[src/core/gfc_pkg.sv]
// Shared constants for the gated frequency counter card
package gfc_pkg;
  // ------------------------------------------------------------
  // Host port map (byte offsets from the switch-selected base)
  // ------------------------------------------------------------
  localparam int         ADDR_W   = 10;
  localparam logic [1:0] OFS_DATA = 2'h0;
  localparam logic [1:0] OFS_CMD  = 2'h1;
  localparam logic [1:0] OFS_PIN  = 2'h2;
  localparam logic [1:0] OFS_POUT = 2'h3;
  localparam logic [7:0] BASE_MIN = 8'h40;  // Base 0x100 as a word-of-four index
  localparam logic [7:0] POUT_RST = 8'h00;

  // ------------------------------------------------------------
  // Data pointer: group and element codes
  // ------------------------------------------------------------
  localparam logic [2:0] GRP_FIRST   = 3'h1;
  localparam logic [2:0] GRP_LAST    = 3'h5;
  localparam logic [2:0] GRP_TB      = 3'h4;
  localparam logic [2:0] GRP_ACC     = 3'h5;
  localparam logic [2:0] GRP_CTRL    = 3'h7;
  localparam logic [1:0] ELEM_MODE   = 2'h0;
  localparam logic [1:0] ELEM_LOAD   = 2'h1;
  localparam logic [1:0] ELEM_MMODE  = 2'h2;
  localparam logic [1:0] ELEM_STATUS = 2'h3;
  localparam int         HOLD_BIT    = 1;     // Elements 2 and 3 address the hold register

  // ------------------------------------------------------------
  // Command byte layout
  // ------------------------------------------------------------
  localparam logic [2:0] OP_PTR    = 3'h0;
  localparam logic [2:0] OP_ARM    = 3'h1;
  localparam logic [2:0] OP_LOAD   = 3'h2;
  localparam logic [2:0] OP_LDARM  = 3'h3;
  localparam logic [2:0] OP_DSAVE  = 3'h4;
  localparam logic [2:0] OP_SAVE   = 3'h5;
  localparam logic [2:0] OP_DISARM = 3'h6;
  localparam logic [2:0] OP_MISC   = 3'h7;
  localparam logic [1:0] SUB_CLR   = 2'h0;
  localparam logic [1:0] SUB_SET   = 2'h1;
  localparam logic [1:0] SUB_STEP  = 2'h2;
  localparam logic [7:0] CMD_MRESET = 8'hFF;
  localparam int         NUM_CTR   = 5;
  localparam int         SEL_TB    = 3;       // Select/output bit of the timebase counter
  localparam int         SEL_ACC   = 4;       // Select/output bit of the accumulator
  localparam int         STAT_ERR  = 7;       // Status bit: last timebase load refused

  // ------------------------------------------------------------
  // Gate interval, source select, reset values
  // ------------------------------------------------------------
  localparam logic [15:0] GATE_MIN   = 16'h0001;
  localparam logic [15:0] GATE_MAX   = 16'h7FFF;
  localparam logic [15:0] WORD_RST   = 16'h0000;
  localparam int          SRC_W      = 4;
  localparam int          NUM_SRC    = 5;
  localparam int          NUM_GATE   = 4;
  localparam logic [3:0]  SRC_FIRST  = 4'h1;

  // ------------------------------------------------------------
  // Timing: 1 ms tick from the divided crystal at a 50 ns clock
  // ------------------------------------------------------------
  localparam int CLK_PERIOD_NS  = 50;
  localparam int TICK_PERIOD_NS = 1_000_000;
  localparam int TICK_CYCLES    = TICK_PERIOD_NS / CLK_PERIOD_NS;
endpackage

[src/core/gfc_regmem.sv]
// Word store for the counter mode, load and hold registers
`timescale 1ns/10ps
module gfc_regmem #(
  parameter int WIDTH  = 16,
  parameter int ADDR_W = 5
) (
  // Clock and reset
  input  wire logic              clk,
  input  wire logic              rst_n,
  // Single port: write strobe, shared address
  input  wire logic              we,
  input  wire logic [ADDR_W-1:0] addr,
  input  wire logic [WIDTH-1:0]  wdata,
  output logic      [WIDTH-1:0]  rdata
);
  logic [WIDTH-1:0] mem [2**ADDR_W];

  // ------------------------------------------------------------
  // Storage: no reset on the array, software must load it
  // ------------------------------------------------------------
  always_ff @(posedge clk) begin
    if (we) begin
      mem[addr] <= wdata;
    end
  end

  // Registered read, follows the address one cycle later
  always_ff @(posedge clk or negedge rst_n) begin
    if (!rst_n) begin
      rdata <= '0;
    end else begin
      rdata <= we ? wdata : mem[addr];
    end
  end
endmodule

[src/core/gfc_top.sv]
// Gated frequency counter card: host byte ports, timebase and accumulator
`timescale 1ns/10ps
// Overview of operation
// - Timebase counts down, reloads, toggles: high one interval, low one interval.
// - Timebase is stepped by the 1 ms divided-crystal tick.
// - Accumulator counts selected input edges only while its gate is high.
// - Accumulator gate is the timebase output.
// - Timebase output level is readable in the status byte.
// - Accumulator is 16 bits and wraps silently on overflow.
// - Gate interval 1 to 32767 ms; out of range loads are refused.
// - Source codes 1-5 pick source inputs, 6-9 pick gate inputs.
// - One input per measurement; result within three gate intervals.
// - Counters one to three are untouched by the measurement.
// - Count path takes inputs up to 7 MHz at 50 percent duty.
// - Four byte ports at a switch base between 0x100 and 0x3FC.
// - Offsets: chip data, command/status, parallel input, parallel output.
module gfc_top
  import gfc_pkg::*;
#(
  parameter int TICK_CYCLES = gfc_pkg::TICK_CYCLES
) (
  // Clock and reset
  input  wire logic                      mclk,
  input  wire logic                      arst_n,
  // Host byte port
  input  wire logic [gfc_pkg::ADDR_W-1:0] io_addr,
  input  wire logic                      io_rd,
  input  wire logic                      io_wr,
  input  wire logic [7:0]                io_din,
  output logic      [7:0]                io_dout,
  output logic                           io_dout_en,
  // Base address switches, address bits 9..2
  input  wire logic [7:0]                base_switch,
  // Field count inputs and timebase output
  input  wire logic [gfc_pkg::NUM_SRC-1:0]  count_src,
  input  wire logic [gfc_pkg::NUM_GATE-1:0] count_gate,
  output logic                           timebase_out,
  // Parallel digital I/O
  input  wire logic [7:0]                parallel_input_byte,
  output logic      [7:0]                parallel_output_byte
);
  import gfc_pkg::*;

  localparam int TW = (TICK_CYCLES > 1) ? $clog2(TICK_CYCLES) : 1;
  localparam logic [TW-1:0] TICK_LAST = TW'(TICK_CYCLES - 1);

  typedef struct packed {
    logic [TW-1:0]        tick_cnt;
    logic [2:0]           grp;
    logic [1:0]           elem;
    logic                 bp;
    logic                 err;
    logic [NUM_CTR-1:0]   outs;
    logic                 arm_tb;
    logic                 arm_acc;
    logic [15:0]          cnt_tb;
    logic [15:0]          cnt_acc;
    logic [15:0]          load_tb;
    logic [15:0]          load_acc;
    logic [15:0]          hold_tb;
    logic [15:0]          hold_acc;
    logic [SRC_W-1:0]     src_sel;
    logic [15:0]          mmode;
    logic                 src_prev;
    logic [7:0]           dout;
    logic                 dout_en;
    logic [7:0]           pout;
  } gfc_state_t;

  gfc_state_t s;
  gfc_state_t next_s;
  logic [1:0] rst_sync;
  logic       rst_n;

  // ------------------------------------------------------------
  // Reset release through two flops
  // ------------------------------------------------------------
  always_ff @(posedge mclk or negedge arst_n) begin
    if (!arst_n) begin
      rst_sync <= 2'b00;
    end else begin
      rst_sync <= {rst_sync[0], 1'b1};
    end
  end
  assign rst_n = rst_sync[1];

  // ------------------------------------------------------------
  // Register word store for modes and loads of counters 1..5 and hold of counters 1..3
  // ------------------------------------------------------------
  logic        mem_we;
  logic [15:0] mem_wdata;
  logic [15:0] mem_rdata;

  gfc_regmem #(
    .WIDTH  (16),
    .ADDR_W (5)
  ) u_regmem (
    .clk   (mclk),
    .rst_n (rst_n),
    .we    (mem_we),
    .addr  ({s.grp, s.elem}),
    .wdata (mem_wdata),
    .rdata (mem_rdata)
  );

  // ------------------------------------------------------------
  // Combinational helpers
  // ------------------------------------------------------------
  logic                         hit;
  logic                         rd;
  logic                         wr;
  logic [1:0]                   ofs;
  logic                         tick;
  logic                         src_now;
  logic [NUM_SRC+NUM_GATE-1:0]  src_vec;
  logic [15:0]                  word_cur;
  logic [7:0]                   status;
  logic                         grp_ctr;
  logic [NUM_CTR-1:0]           sel;
  logic [2:0]                   op;
  logic [2:0]                   nsel;
  logic                         tb_ev;
  logic                         acc_ev;
  logic                         load_bad;

  // Base decode: only bits 9..2 compared, so the base is always four-aligned
  assign hit = (io_addr[ADDR_W-1:2] == base_switch) && (base_switch >= BASE_MIN);
  assign rd  = io_rd && hit;
  assign wr  = io_wr && hit;
  assign ofs = io_addr[1:0];
  assign op  = io_din[7:5];
  assign nsel = io_din[2:0];
  assign sel = io_din[NUM_CTR-1:0];
  assign grp_ctr = (s.grp >= GRP_FIRST) && (s.grp <= GRP_LAST);
  assign tick = (s.tick_cnt == TICK_LAST);
  assign status = {s.err, 1'b0, s.outs, s.bp};
  assign src_vec = {count_gate, count_src};
  assign load_bad = (s.load_tb < GATE_MIN) || (s.load_tb > GATE_MAX);

  // Source mux: codes outside 1..9 select nothing, so nothing counts
  always_comb begin
    src_now = 1'b0;
    for (int i = 0; i < NUM_SRC + NUM_GATE; i++) begin
      if (s.src_sel == SRC_W'(i + 1)) begin
        src_now = src_vec[i];
      end
    end
  end

  // Word under the data pointer; hold of the measuring pair lives in flops
  always_comb begin
    word_cur = mem_rdata;
    if (s.grp == GRP_CTRL) begin
      word_cur = (s.elem == ELEM_STATUS) ? {8'h00, status} : s.mmode;
    end else if (s.elem[HOLD_BIT] && (s.grp == GRP_TB)) begin
      word_cur = s.hold_tb;
    end else if (s.elem[HOLD_BIT] && (s.grp == GRP_ACC)) begin
      word_cur = s.hold_acc;
    end
  end

  // ------------------------------------------------------------
  // Next state: counting first, then host accesses override
  // ------------------------------------------------------------
  always_comb begin
    next_s    = s;
    mem_we    = 1'b0;
    mem_wdata = s.bp ? {word_cur[15:8], io_din} : {io_din, word_cur[7:0]};
    tb_ev     = s.arm_tb && tick;
    acc_ev    = s.arm_acc && s.outs[SEL_TB] && src_now && !s.src_prev;
    next_s.dout_en  = 1'b0;
    next_s.src_prev = src_now;
    next_s.tick_cnt = tick ? '0 : s.tick_cnt + 1'b1;

    // Single-step commands force a count event, merging with a tick or edge in the same cycle
    if (wr && (ofs == OFS_CMD) && (op == OP_MISC) && (io_din[4:3] == SUB_STEP)) begin
      if (nsel == 3'(SEL_TB + 1)) begin
        tb_ev = 1'b1;
      end
      if (nsel == 3'(SEL_ACC + 1)) begin
        acc_ev = 1'b1;
      end
    end

    // Timebase: count down, reload and toggle at the terminal count
    if (tb_ev) begin
      if (s.cnt_tb <= GATE_MIN) begin
        next_s.cnt_tb          = s.load_tb;
        next_s.outs[SEL_TB]    = !s.outs[SEL_TB];
      end else begin
        next_s.cnt_tb = s.cnt_tb - 1'b1;
      end
    end

    // Accumulator: 16-bit up count, wraps with no overflow record
    if (acc_ev) begin
      next_s.cnt_acc = s.cnt_acc + 1'b1;
    end

    // Host reads: data and enable are both registered and appear together one cycle after the read
    if (rd) begin
      unique case (ofs)
        OFS_DATA: begin
          next_s.dout    = s.bp ? word_cur[7:0] : word_cur[15:8];
          next_s.dout_en = 1'b1;
          next_s.bp      = !s.bp;
        end
        OFS_CMD: begin
          next_s.dout    = status;
          next_s.dout_en = 1'b1;
        end
        OFS_PIN: begin
          next_s.dout    = parallel_input_byte;
          next_s.dout_en = 1'b1;
        end
        OFS_POUT: begin
          next_s.dout_en = 1'b0;
        end
      endcase
    end

    // Host writes
    if (wr) begin
      unique case (ofs)
        OFS_DATA: begin
          next_s.bp = !s.bp;
          if (s.grp == GRP_CTRL) begin
            if (s.elem == ELEM_MMODE) begin
              next_s.mmode = mem_wdata;
            end
          end else if (grp_ctr) begin
            mem_we = 1'b1;
            if ((s.grp == GRP_TB) && (s.elem == ELEM_LOAD)) begin
              next_s.load_tb = mem_wdata;
            end
            if ((s.grp == GRP_ACC) && (s.elem == ELEM_LOAD)) begin
              next_s.load_acc = mem_wdata;
            end
            if ((s.grp == GRP_ACC) && (s.elem == ELEM_MODE)) begin
              next_s.src_sel = mem_wdata[SRC_W-1:0];
            end
          end
        end
        OFS_CMD: begin
          unique case (op)
            OP_PTR: begin
              next_s.elem = io_din[4:3];
              next_s.grp  = io_din[2:0];
              next_s.bp   = 1'b1;
            end
            OP_ARM, OP_LOAD, OP_LDARM: begin
              // A bad interval refuses the whole command, no counter moves
              if (sel[SEL_TB] && op[1] && load_bad) begin
                next_s.err     = 1'b1;
                next_s.cnt_tb  = s.cnt_tb;
                next_s.cnt_acc = s.cnt_acc;
                next_s.outs    = s.outs;
              end else begin
                if (sel[SEL_TB] && op[1]) begin
                  next_s.cnt_tb = s.load_tb;
                  next_s.err    = 1'b0;
                end
                if (sel[SEL_ACC] && op[1]) begin
                  next_s.cnt_acc = s.load_acc;
                end
                if (sel[SEL_TB] && op[0]) begin
                  next_s.arm_tb = 1'b1;
                end
                if (sel[SEL_ACC] && op[0]) begin
                  next_s.arm_acc = 1'b1;
                end
              end
            end
            OP_DSAVE, OP_SAVE, OP_DISARM: begin
              if (op != OP_SAVE) begin
                next_s.arm_tb  = sel[SEL_TB] ? 1'b0 : s.arm_tb;
                next_s.arm_acc = sel[SEL_ACC] ? 1'b0 : s.arm_acc;
              end
              if (op != OP_DISARM) begin
                next_s.hold_tb  = sel[SEL_TB] ? s.cnt_tb : s.hold_tb;
                next_s.hold_acc = sel[SEL_ACC] ? s.cnt_acc : s.hold_acc;
              end
            end
            OP_MISC: begin
              if (io_din == CMD_MRESET) begin
                next_s.arm_tb  = 1'b0;
                next_s.arm_acc = 1'b0;
                next_s.outs    = '0;
                next_s.err     = 1'b0;
                next_s.mmode   = WORD_RST;
                next_s.bp      = 1'b1;
              end else if ((nsel >= 3'(SRC_FIRST)) && (nsel <= 3'(NUM_CTR))) begin
                // Only the addressed output bit moves; others are left alone
                if (io_din[4:3] == SUB_CLR) begin
                  next_s.outs[nsel - 3'(SRC_FIRST)] = 1'b0;
                end else if (io_din[4:3] == SUB_SET) begin
                  next_s.outs[nsel - 3'(SRC_FIRST)] = 1'b1;
                end
              end
            end
          endcase
        end
        OFS_PIN: begin
          next_s.pout = s.pout;
        end
        OFS_POUT: begin
          next_s.pout = io_din;
        end
      endcase
    end
  end

  // ------------------------------------------------------------
  // State register
  // ------------------------------------------------------------
  always_ff @(posedge mclk or negedge rst_n) begin
    if (!rst_n) begin
      s          <= '0;
      s.bp       <= 1'b1;
      s.load_tb  <= WORD_RST;
      s.mmode    <= WORD_RST;
      s.pout     <= POUT_RST;
    end else begin
      s <= next_s;
    end
  end

  // Outputs straight from flops
  assign io_dout              = s.dout;
  assign io_dout_en           = s.dout_en;
  assign timebase_out         = s.outs[SEL_TB];
  assign parallel_output_byte = s.pout;
endmodule

[config.mk]
export PLATFORM = sky130hd
export DESIGN_NAME = gfc_top
export DESIGN_NICKNAME = d
export VERILOG_FILES = /design/src/core/gfc_pkg.sv /design/src/core/gfc_regmem.sv /design/src/core/gfc_top.sv
export SDC_FILE = /design/constraint.sdc
export NUM_CORES = 1
export LEC_CHECK = 0
export BUFFER_PORTS_ARGS = -buffer_cell sky130_fd_sc_hd__buf_4
export CORE_MARGIN = 8
export CORE_UTILIZATION = 45
export CTS_CLUSTER_SIZE = 8
export DETAILED_ROUTE_END_ITERATION = 8
export HOLD_SLACK_MARGIN = 0.05
export PLACE_DENSITY = 0.63
export SKIP_CTS_REPAIR_TIMING = 1
export SYNTH_ARGS = -nofsm -noshare
export SYNTH_HDL_FRONTEND = slang
export SYNTH_SLANG_ARGS = --single-unit
export TNS_END_PERCENT = 10
[constraint.sdc]
create_clock -name mclk -period 5.2 [get_ports mclk]
set_clock_uncertainty 0.15 [all_clocks]
set_input_delay 0.78 -clock mclk [delete_from_list [all_inputs] [get_ports mclk]]
set_output_delay 0.78 -clock mclk [all_outputs]
set_load 0.02 [all_outputs]
==> metrics.txt, run 1 <==
GRT Total Usage 19.4%; top cells by count, synth edfxtp_1, dfrtp_1, mux4_2, nand2_1, o21ai_0; fin util 52.9%; total wire length 71.2 mm; # H-tree levels 3; Worst Hold Class reg -> reg; GR Util met1 25.7%; Tmin final 3.72 ns; Die W 270 um; Cells after Synth 1840; drt pass-1 iters 6; most frequent CP cell buf_4; HPWL Detailed 46.3 mm; Design Area, Final 0.0339 mm^2; row cnt 93; Post-Place Worst Slack 0.865 ns; total grt overflow 0; Worst-path clk slew 0.05 ns; worst-margin pin slew 1.09 ns; slowest stage cell, crit path dfrtp_4; Worst-Skew Late Latency 0.65 ns; r2r setup slk 1.48 ns; first-iteration detailed-routing DRC count 1624; vias in the first global route 17700; antenna viol nets, final 0; synth unique cells 68; mean area per synthesized cell 15.8 um^2; Tcrit/Tclk final 71.5%; vias per cell 5.74; crit path kind reg -> reg; crit path cell chain nand2_1 -> buf_4 -> mux2i_1 -> mux2_2 -> nor2_1 -> a21oi_1 -> inv_1 -> buf_4; post-route setup slack 1.48 ns; Seq/Total Area, Yosys 68.7%; end of the critical path u_regmem.mem[11][4]$_DFFE_PP_; CTS Root Cell clkbuf_16; share of post-route cells with drive strength above 1 20.8%; power density cells 365 mW/mm^2; Post-DP Area 0.0313 mm^2; #FFs+latches synth 693; final RePlAce weighted congestion 0.910; CP endpoint kind flip-flop; Max Cap Viol 0; core area 0.0641 mm^2; share of the synthesized area in the top cell type 53.1%; wire length per cell 23.5 um; Setup crit start s[143]$_DFFE_PN0P_; placed cell count 2893; final instance count without filler cells 3027; clk buf depth 3; post-synth top area cell edfxtp_1; grt met3 use 3.89%; total power 12.4 mW; total clock sinks 693; initial antenna violation count 1; setup violators final 0; CTS tree yes; vias 17400; Max Clk Rate 269 MHz; top cells by area, synth edfxtp_1, dfrtp_1, mux4_2, mux2_2, o21ai_0; port bufs 64; synthesis warning total 0; peak supply drop 0.000343 V; cell depth of the worst flop-to-flop path 8; Hold Vio Cnt, Final 0; FF-to-FF End u_regmem.mem[11][4]$_DFFE_PP_; met2 usage 31.5%; crit path DAT 3.91 ns; startpoint types flip-flop; initial core utilization 45.2%; fraction of registers with async set/reset 26.1%; Worst Hold Slack 0.202 ns; drt drc 0; Post-synth EDFFs 512; unrepaired setup endpoints after global routing false; max incr delay on CP 0.79 ns; CTS buffer count 96; I/O Pins 65; final-report max-slew violation count 0; P&R area growth vs syn 17.1%; max_slew headroom 27.0%; main flop type after synthesis edfxtp_1; die span in y 270 um; status finished clean; Pleak 12.3 nW; Post-Syn Area 0.0290 mm^2; worst r2r src s[143]$_DFFE_PN0P_; Most Crowded Layer GR met2; Nets 2197; CP max FO 32; Die Area 0.0728 mm^2; global-route wire length before repair 109 mm; most common cell in the netlist edfxtp_1; Worst EP required 5.39 ns; antenna cells 0; pin count of the biggest net entering global routing 132; setup TNS 0 ns
==> layout make-up <==
cell class	count	area (um^2)
clock buffers	126	2510
inverters	31	116
multi-input cells	1187	9200
clock inverters	7	129
repair buffers	128	1000
flip-flops and latches	693	19900
fillers	5286	30200
well taps	855	1070
==> state kept, by name, indices dropped and copies added, names as in the netlist <==
name / flops
s: 145
parallel_output_byte: 8
u_regmem.rdata: 16
rst_sync: 2
u_regmem.mem: 512
timebase_out: 1
io_dout: 8
io_dout_en: 1
==> worst min path at each step <==
stage	from	endpoint	slack, ns	cells past startpoint
global placement	rst_sync[0]$_DFF_PN0_	rst_sync[1]$_DFF_PN0_	0.19	0
global route	rst_sync[0]$_DFF_PN0_	rst_sync[1]$_DFF_PN0_	0.22	0
detailed placement	rst_sync[0]$_DFF_PN0_	rst_sync[1]$_DFF_PN0_	0.20	0
finish	rst_sync[0]$_DFF_PN0_	rst_sync[1]$_DFF_PN0_	0.20	0
CTS	arst_n	rst_sync[1]$_DFF_PN0_	-0.28	1
floorplan	rst_sync[0]$_DFF_PN0_	rst_sync[1]$_DFF_PN0_	0.18	0
==> layout by cell type (no fill, tap or decap), drive strengths merged, types with 6 or more instances in the layout <==
| master | instances |
|---|---|
| edfxtp | 512 |
| conb | 193 |
| dfrtp | 180 |
| mux4 | 136 |
| nand2 | 128 |
| buf | 127 |
| clkbuf | 126 |
| o21ai | 116 |
| nor2 | 101 |
| a21oi | 60 |
| mux2 | 54 |
| a22oi | 48 |
| mux2i | 36 |
| nand3 | 36 |
| inv | 34 |
| nor3 | 27 |
| a22o | 20 |
| nor4 | 16 |
| xnor2 | 15 |
| a31oi | 14 |
| nand4 | 14 |
| a211oi | 13 |
| ha | 13 |
| nor2b | 10 |
| and2 | 10 |
| and3 | 9 |
| or3 | 9 |
| o211ai | 8 |
| or2 | 8 |
| nand2b | 7 |
| and4 | 7 |
| o21a | 7 |
| o311ai | 7 |
| o22ai | 7 |
| or4 | 6 |
==> kinds of logic (layout without fill, tap and decap cells) <==
logic type	count (synthesis)	in the layout	synth area share (%)
fa+ha+maj	13	13	0.561
other cells	2	193	0.0259
xor+xnor	20	20	0.604
buf+inv	151	292	2.30
flops	693	693	68.7
mux	226	226	13.9
compound gates	340	340	7.49
simple gates	395	395	6.43
==> routing by layer <==
layer	part of all wire (%)	routed length, um
met5	0	0
met4	3.6	2550
met3	7.2	5120
met2	48	34400
met1	41	29100
==> report_power, final <==
| group | switching (mW) | internal, mW | total, mW |
|---|---|---|---|
| sequential | 0.0582 | 6.24 | 6.29 |
| combinational | 0.381 | 0.155 | 0.536 |
| clock | 2.24 | 3.34 | 5.58 |
| total | 2.68 | 9.73 | 12.4 |
==> worst max-delay path, delay by kind of cell, from the launching register on <==
family / cells / cell delay, ns
flops: 1 / 0.79
buf+inv: 3 / 0.79
simple gates: 2 / 0.76
compound gates: 1 / 0.50
mux: 2 / 0.39
No activity file was read; power rests on OpenSTA's default activity.
==> inputs of run 2 (changes only) <==
- clock period: 5.2 -> 3.2 ns (I/O delays scaled with it)
==> run 2 against run 1 <==
Against the previous run: first-iteration DRC count fell by 8.1%; via count is 1.2% higher; die area did not move; utilization increased by 1.4 points; sequential share of layout area fell by 1.5 points; sequential power up 62%; clock power increased by 65%; critical path type unchanged.
==> metrics.txt, run 2 (synthesized netlist as in run 1, its figures left out) <==
row cnt 93; total grt overflow 0; HPWL Detailed 48.7 mm; Fill cells 5211; max incr delay on CP 0.63 ns; status finished clean; CP endpoint kind flip-flop; worst-margin pin slew 0.813 ns; # H-tree levels 3; core area 0.0641 mm^2; initial antenna violation count 0; unrepaired setup endpoints after global routing false; Worst Hold Class in -> reg; Max Cap Viol 0; pin count of the biggest net entering global routing 122; most frequent cells in the layout edfxtp_1, conb_1, buf_4; peak supply drop 0.000437 V; worst r2r src s[129]$_DFFE_PN0P_; final RePlAce weighted congestion 0.892; CTS buffer count 97; commonest non-fill, non-tap cell in the layout edfxtp_1; vias in the first global route 18200; r2r setup slk 0.14 ns; total power 20.4 mW; Setup crit start s[129]$_DFFE_PN0P_; drt drc 0; crit path kind reg -> reg; total clock sinks 693; slowest stage cell, crit path or4_1; initial core utilization 45.2%; Worst-path clk slew 0.05 ns; Hold Vio Cnt, Final 0; wire length per cell 23.3 um; Design Area, Final 0.0348 mm^2; setup violators final 0; number of flip-flops in the largest register 512; drt pass-1 iters 6; Die Area 0.0728 mm^2; die span in y 270 um; Tmin final 3.06 ns; share of post-route cells with drive strength above 1 23.9%; worst hold start parallel_input_byte[6]; P&R area growth vs syn 20.1%; Worst EP required 3.56 ns; hold path endpoint io_dout[6]$_DFFE_PN0P_; Worst-Skew Late Latency 0.67 ns; vias 17600; max_slew headroom 45.8%; startpoint types flip-flop; Nets 2281; Worst Hold Slack 0.0656 ns; Max Clk Rate 327 MHz; Die W 270 um; Largest Register u_regmem.mem; FF-to-FF End s[123]$_DFFE_PN0P_; Largest regs u_regmem.mem x512, s x145, u_regmem.rdata x16; antenna viol nets, final 0; CTS Root Cell clkbuf_16; CTS tree yes; cell depth of the worst flop-to-flop path 8; Hold Path Depth 3; CP bufs+invs 1; final-report max-slew violation count 0; crit path DAT 3.42 ns; clk buf depth 3; I/O Pins 65; power density cells 585 mW/mm^2; Pleak 12.8 nW; first-iteration detailed-routing DRC count 1492; GRT Total Usage 19.7%; CP max FO 21; crit path cell chain or4_1 -> or4_4 -> or2_2 -> o22ai_2 -> buf_12 -> a31oi_1 -> o21a_1 -> a221o_1; Tcrit/Tclk final 95.6%; fin util 54.3%; total wire length 72.4 mm; vias per cell 5.67; port bufs 64; Post-DP Area 0.0321 mm^2; global-route wire length before repair 111 mm; critical path's top delay family simple AND/OR/NAND/NOR gates
[run 2: through the flow]
step / worst slack (ns) / cells / TNS, ns
after floorplan: -0.497 / 2031 / -46.06
after global placement: 0.00316 / 2974 / 0
after detailed placement: -0.0103 / 2974 / -0.156
after CTS: 0.0921 / 3099 / 0
after global routing: 0.0321 / 3102 / 0
final: 0.141 / 3103 / 0
[run 2: worst max path at each step]
| stage | slack, ns | cells past startpoint | to |
|---|---|---|---|
| after floorplan | -0.50 | 7 | u_regmem.mem[16][0]$_DFFE_PP_ |
| after global placement | 0.003 | 9 | u_regmem.mem[16][0]$_DFFE_PP_ |
| after detailed placement | -0.01 | 9 | u_regmem.mem[16][3]$_DFFE_PP_ |
| after CTS | 0.09 | 8 | s[126]$_DFFE_PN0P_ |
| after global routing | 0.03 | 8 | s[127]$_DFFE_PN0P_ |
| final | 0.14 | 8 | s[123]$_DFFE_PN0P_ |
[run 2: layer usage]
metal	vias up	wire (um)	GRT usage [%]
li1	7743	-	-
met2	720	34600	31.7
met5	-	0	0
met3	173	5430	4.20
met4	0	2980	8.27
met1	8954	29500	25.9
[run 2: worst reg2reg max path, delay by kind of cell (launching register included)]
kind / cells / cell delay, ns
buf+inv: 1 / 0.18
flops: 1 / 0.39
compound gates: 4 / 0.66
simple gates: 3 / 1.57
[run 2: cell type report]
type | instances | area, um^2 | area share (%)
Antenna cell | 1 | 2.50 | 0.00719
Clock buffer | 118 | 2550 | 7.32
Clock inverter | 7 | 168 | 0.481
Inverter | 31 | 116 | 0.334
Multi-Input combinational cell | 1187 | 9190 | 26.4
Sequential cell | 693 | 19900 | 57.2
Tap cell | 855 | 1070 | 3.07
Timing Repair Buffer | 211 | 1810 | 5.20
[run 2: report_power, final]
part           switching, mW  internal [mW]  total (mW)
Clock                   3.66           5.53        9.19
Sequential            0.0736           10.1        10.2
Combinational          0.660          0.303       0.963
Total                   4.39           16.0        20.4
==> inputs of run 3 (changes only) <==
- CORE_UTILIZATION: 45 -> 50
- PLACE_DENSITY: 0.63 -> 0.69
- RECOVER_POWER: default -> 25
==> run 3 against run 2 <==
Against the previous run: sequential power barely moved; setup slack improved by 0.066 ns; the flow now finishes with violations (max-capacitance violations, max-slew violations); largest cell class unchanged; die area fell by 9.4%; combinational power fell by 2.2%.
==> metrics.txt, run 3 (synthesized netlist as in run 1, its figures left out) <==
status finished with violations; violated checks max-capacitance violations, max-slew violations; Max Cap Viol 1; switching power 4.40 mW; vias per cell 5.91; CTS tree yes; wire length per cell 23.7 um; final RePlAce weighted congestion 0.925; peak supply drop 0.000486 V; drt pass-1 iters 6; clk buf depth 3; drt drc 0; power density cells 588 mW/mm^2; Worst-path clk slew 0.05 ns; initial antenna violation count 1; max_slew headroom -54.0%; crit path kind reg -> reg; Worst Hold Class in -> reg; global-route wire length before repair 110 mm; Die Area 0.0659 mm^2; unrepaired setup endpoints after global routing false; startpoint types flip-flop; setup violators final 0; commonest non-fill, non-tap cell in the layout edfxtp_1; Reg power frac 50.2%; CTS buffer count 97; most frequent cells in the layout edfxtp_1, conb_1, dfrtp_1; post-route setup slack 0.207 ns; HPWL Detailed 47.5 mm; die span in y 257 um; total grt overflow 0; Clock power frac 45.1%; Tcrit/Tclk final 93.5%; Gate power share 4.6%; GRT Total Usage 21.7%; crit path DAT 3.37 ns; number of flip-flops in the largest register 512; pin count of the biggest net entering global routing 60; total clock sinks 693; # H-tree levels 3; row cnt 88; antenna cells 0; total wire length 71.4 mm; CTS Root Cell clkbuf_16; port bufs 64; Hold Vio Cnt, Final 0; CP endpoint kind flip-flop; Max Clk Rate 334 MHz; Worst EP required 3.57 ns; Largest regs u_regmem.mem x512, s x145, u_regmem.rdata x16; I/O Pins 65; share of post-route cells with drive strength above 1 22.6%; final-report max-slew violation count 48; P&R area growth vs syn 19.3%; antenna viol nets, final 0; Largest Register u_regmem.mem; Nets 2284; worst-margin pin slew 2.31 ns; vias 17800; vias in the first global route 18100; Pleak 12.7 nW; first-iteration detailed-routing DRC count 1617; Pint 15.9 mW; Tmin final 2.99 ns; Fill cells 4458; fin util 60.2%; core area 0.0575 mm^2; switch share 21.6%; Post-Place Worst Slack -0.0244 ns; Die W 257 um; CP max FO 13; initial core utilization 50.4%; Worst-Skew Late Latency 0.65 ns
==> run 3: cell types whose count changed in the layout (fill, tap and decap cells not counted), sizes merged <==
| cell | previous run | this run |
|---|---|---|
| clkinvlp | 0 | 1 |
| dlygate4sd3 | 2 | 3 |
| inv | 32 | 33 |
| clkbuf | 118 | 149 |
| clkinv | 6 | 5 |
| buf | 209 | 180 |
| diode | 1 | 0 |
==> run 3: metrics by stage <==
stage	cells	area (um^2)	hold WS, ns	total power [mW]	setup TNS (ns)
after global routing	3016	34600	0.0768	21.0	0
after floorplan	2031	29700	0.0344	10.8	-46.06
after CTS	3013	34700	-0.549	20.5	0
after global placement	2887	32000	0.113	11.3	0
final	3016	34600	0.0798	20.3	0
after detailed placement	2887	32000	0.116	11.3	-0.362
==> run 3: path summary, 6_finish.rpt <==
kind / cells past startpoint / from / slack, ns / to
worst min register to register: 0 / rst_sync[0]$_DFF_PN0_ / 0.22 / rst_sync[1]$_DFF_PN0_
min in group asynchronous: 3 / arst_n / 0.59 / rst_sync[0]$_DFF_PN0_
max in group asynchronous: 0 / rst_sync[1]$_DFF_PN0_ / 0.72 / s[151]$_DFF_PN0_
worst min-delay path: 3 / io_din[0] / 0.08 / s[138]$_DFFE_PN0P_
worst max register to register: 7 / s[128]$_DFFE_PN0P_ / 0.21 / s[126]$_DFFE_PN0P_
worst max-delay path: 7 / s[128]$_DFFE_PN0P_ / 0.21 / s[126]$_DFFE_PN0P_
==> run 3: layer usage <==
layer	up-vias	share of wire (%)	track usage [%]
li1	7745	-	-
met1	9134	40	28.6
met2	767	48	35.1
met3	162	7.5	4.67
met4	2	4.0	8.45
met5	-	0.018	0
==> run 3: power groups by stage <==
stage                     sequential [mW]  clock, mW  combinational (mW)
after floorplan                      10.4          0               0.458
after detailed placement             10.4          0               0.938
after CTS                            10.2       9.37               0.945
final                                10.2       9.18               0.942
after global placement               10.4          0               0.917
after global routing                 10.2       9.71                1.03
==> run 3: area by class of cell <==
class | instances | area, um^2 | area share (%)
tap | 765 | 957 | 2.77
clock inverter | 8 | 161 | 0.467
multi-input combinational | 1187 | 9180 | 26.6
inverter | 31 | 116 | 0.337
clock buffer | 118 | 2540 | 7.34
timing repair buffer | 214 | 1710 | 4.94
sequential | 693 | 19900 | 57.6
==> run 3: critical path: stages, from the launching register on <==
cell and delay (ns):
dfrtp_1 0.39, or4_1 0.56, or4_4 0.57, or2_2 0.36, o22ai_2 0.23, and2_2 0.40
a22oi_1 0.13, o21ai_0 0.11
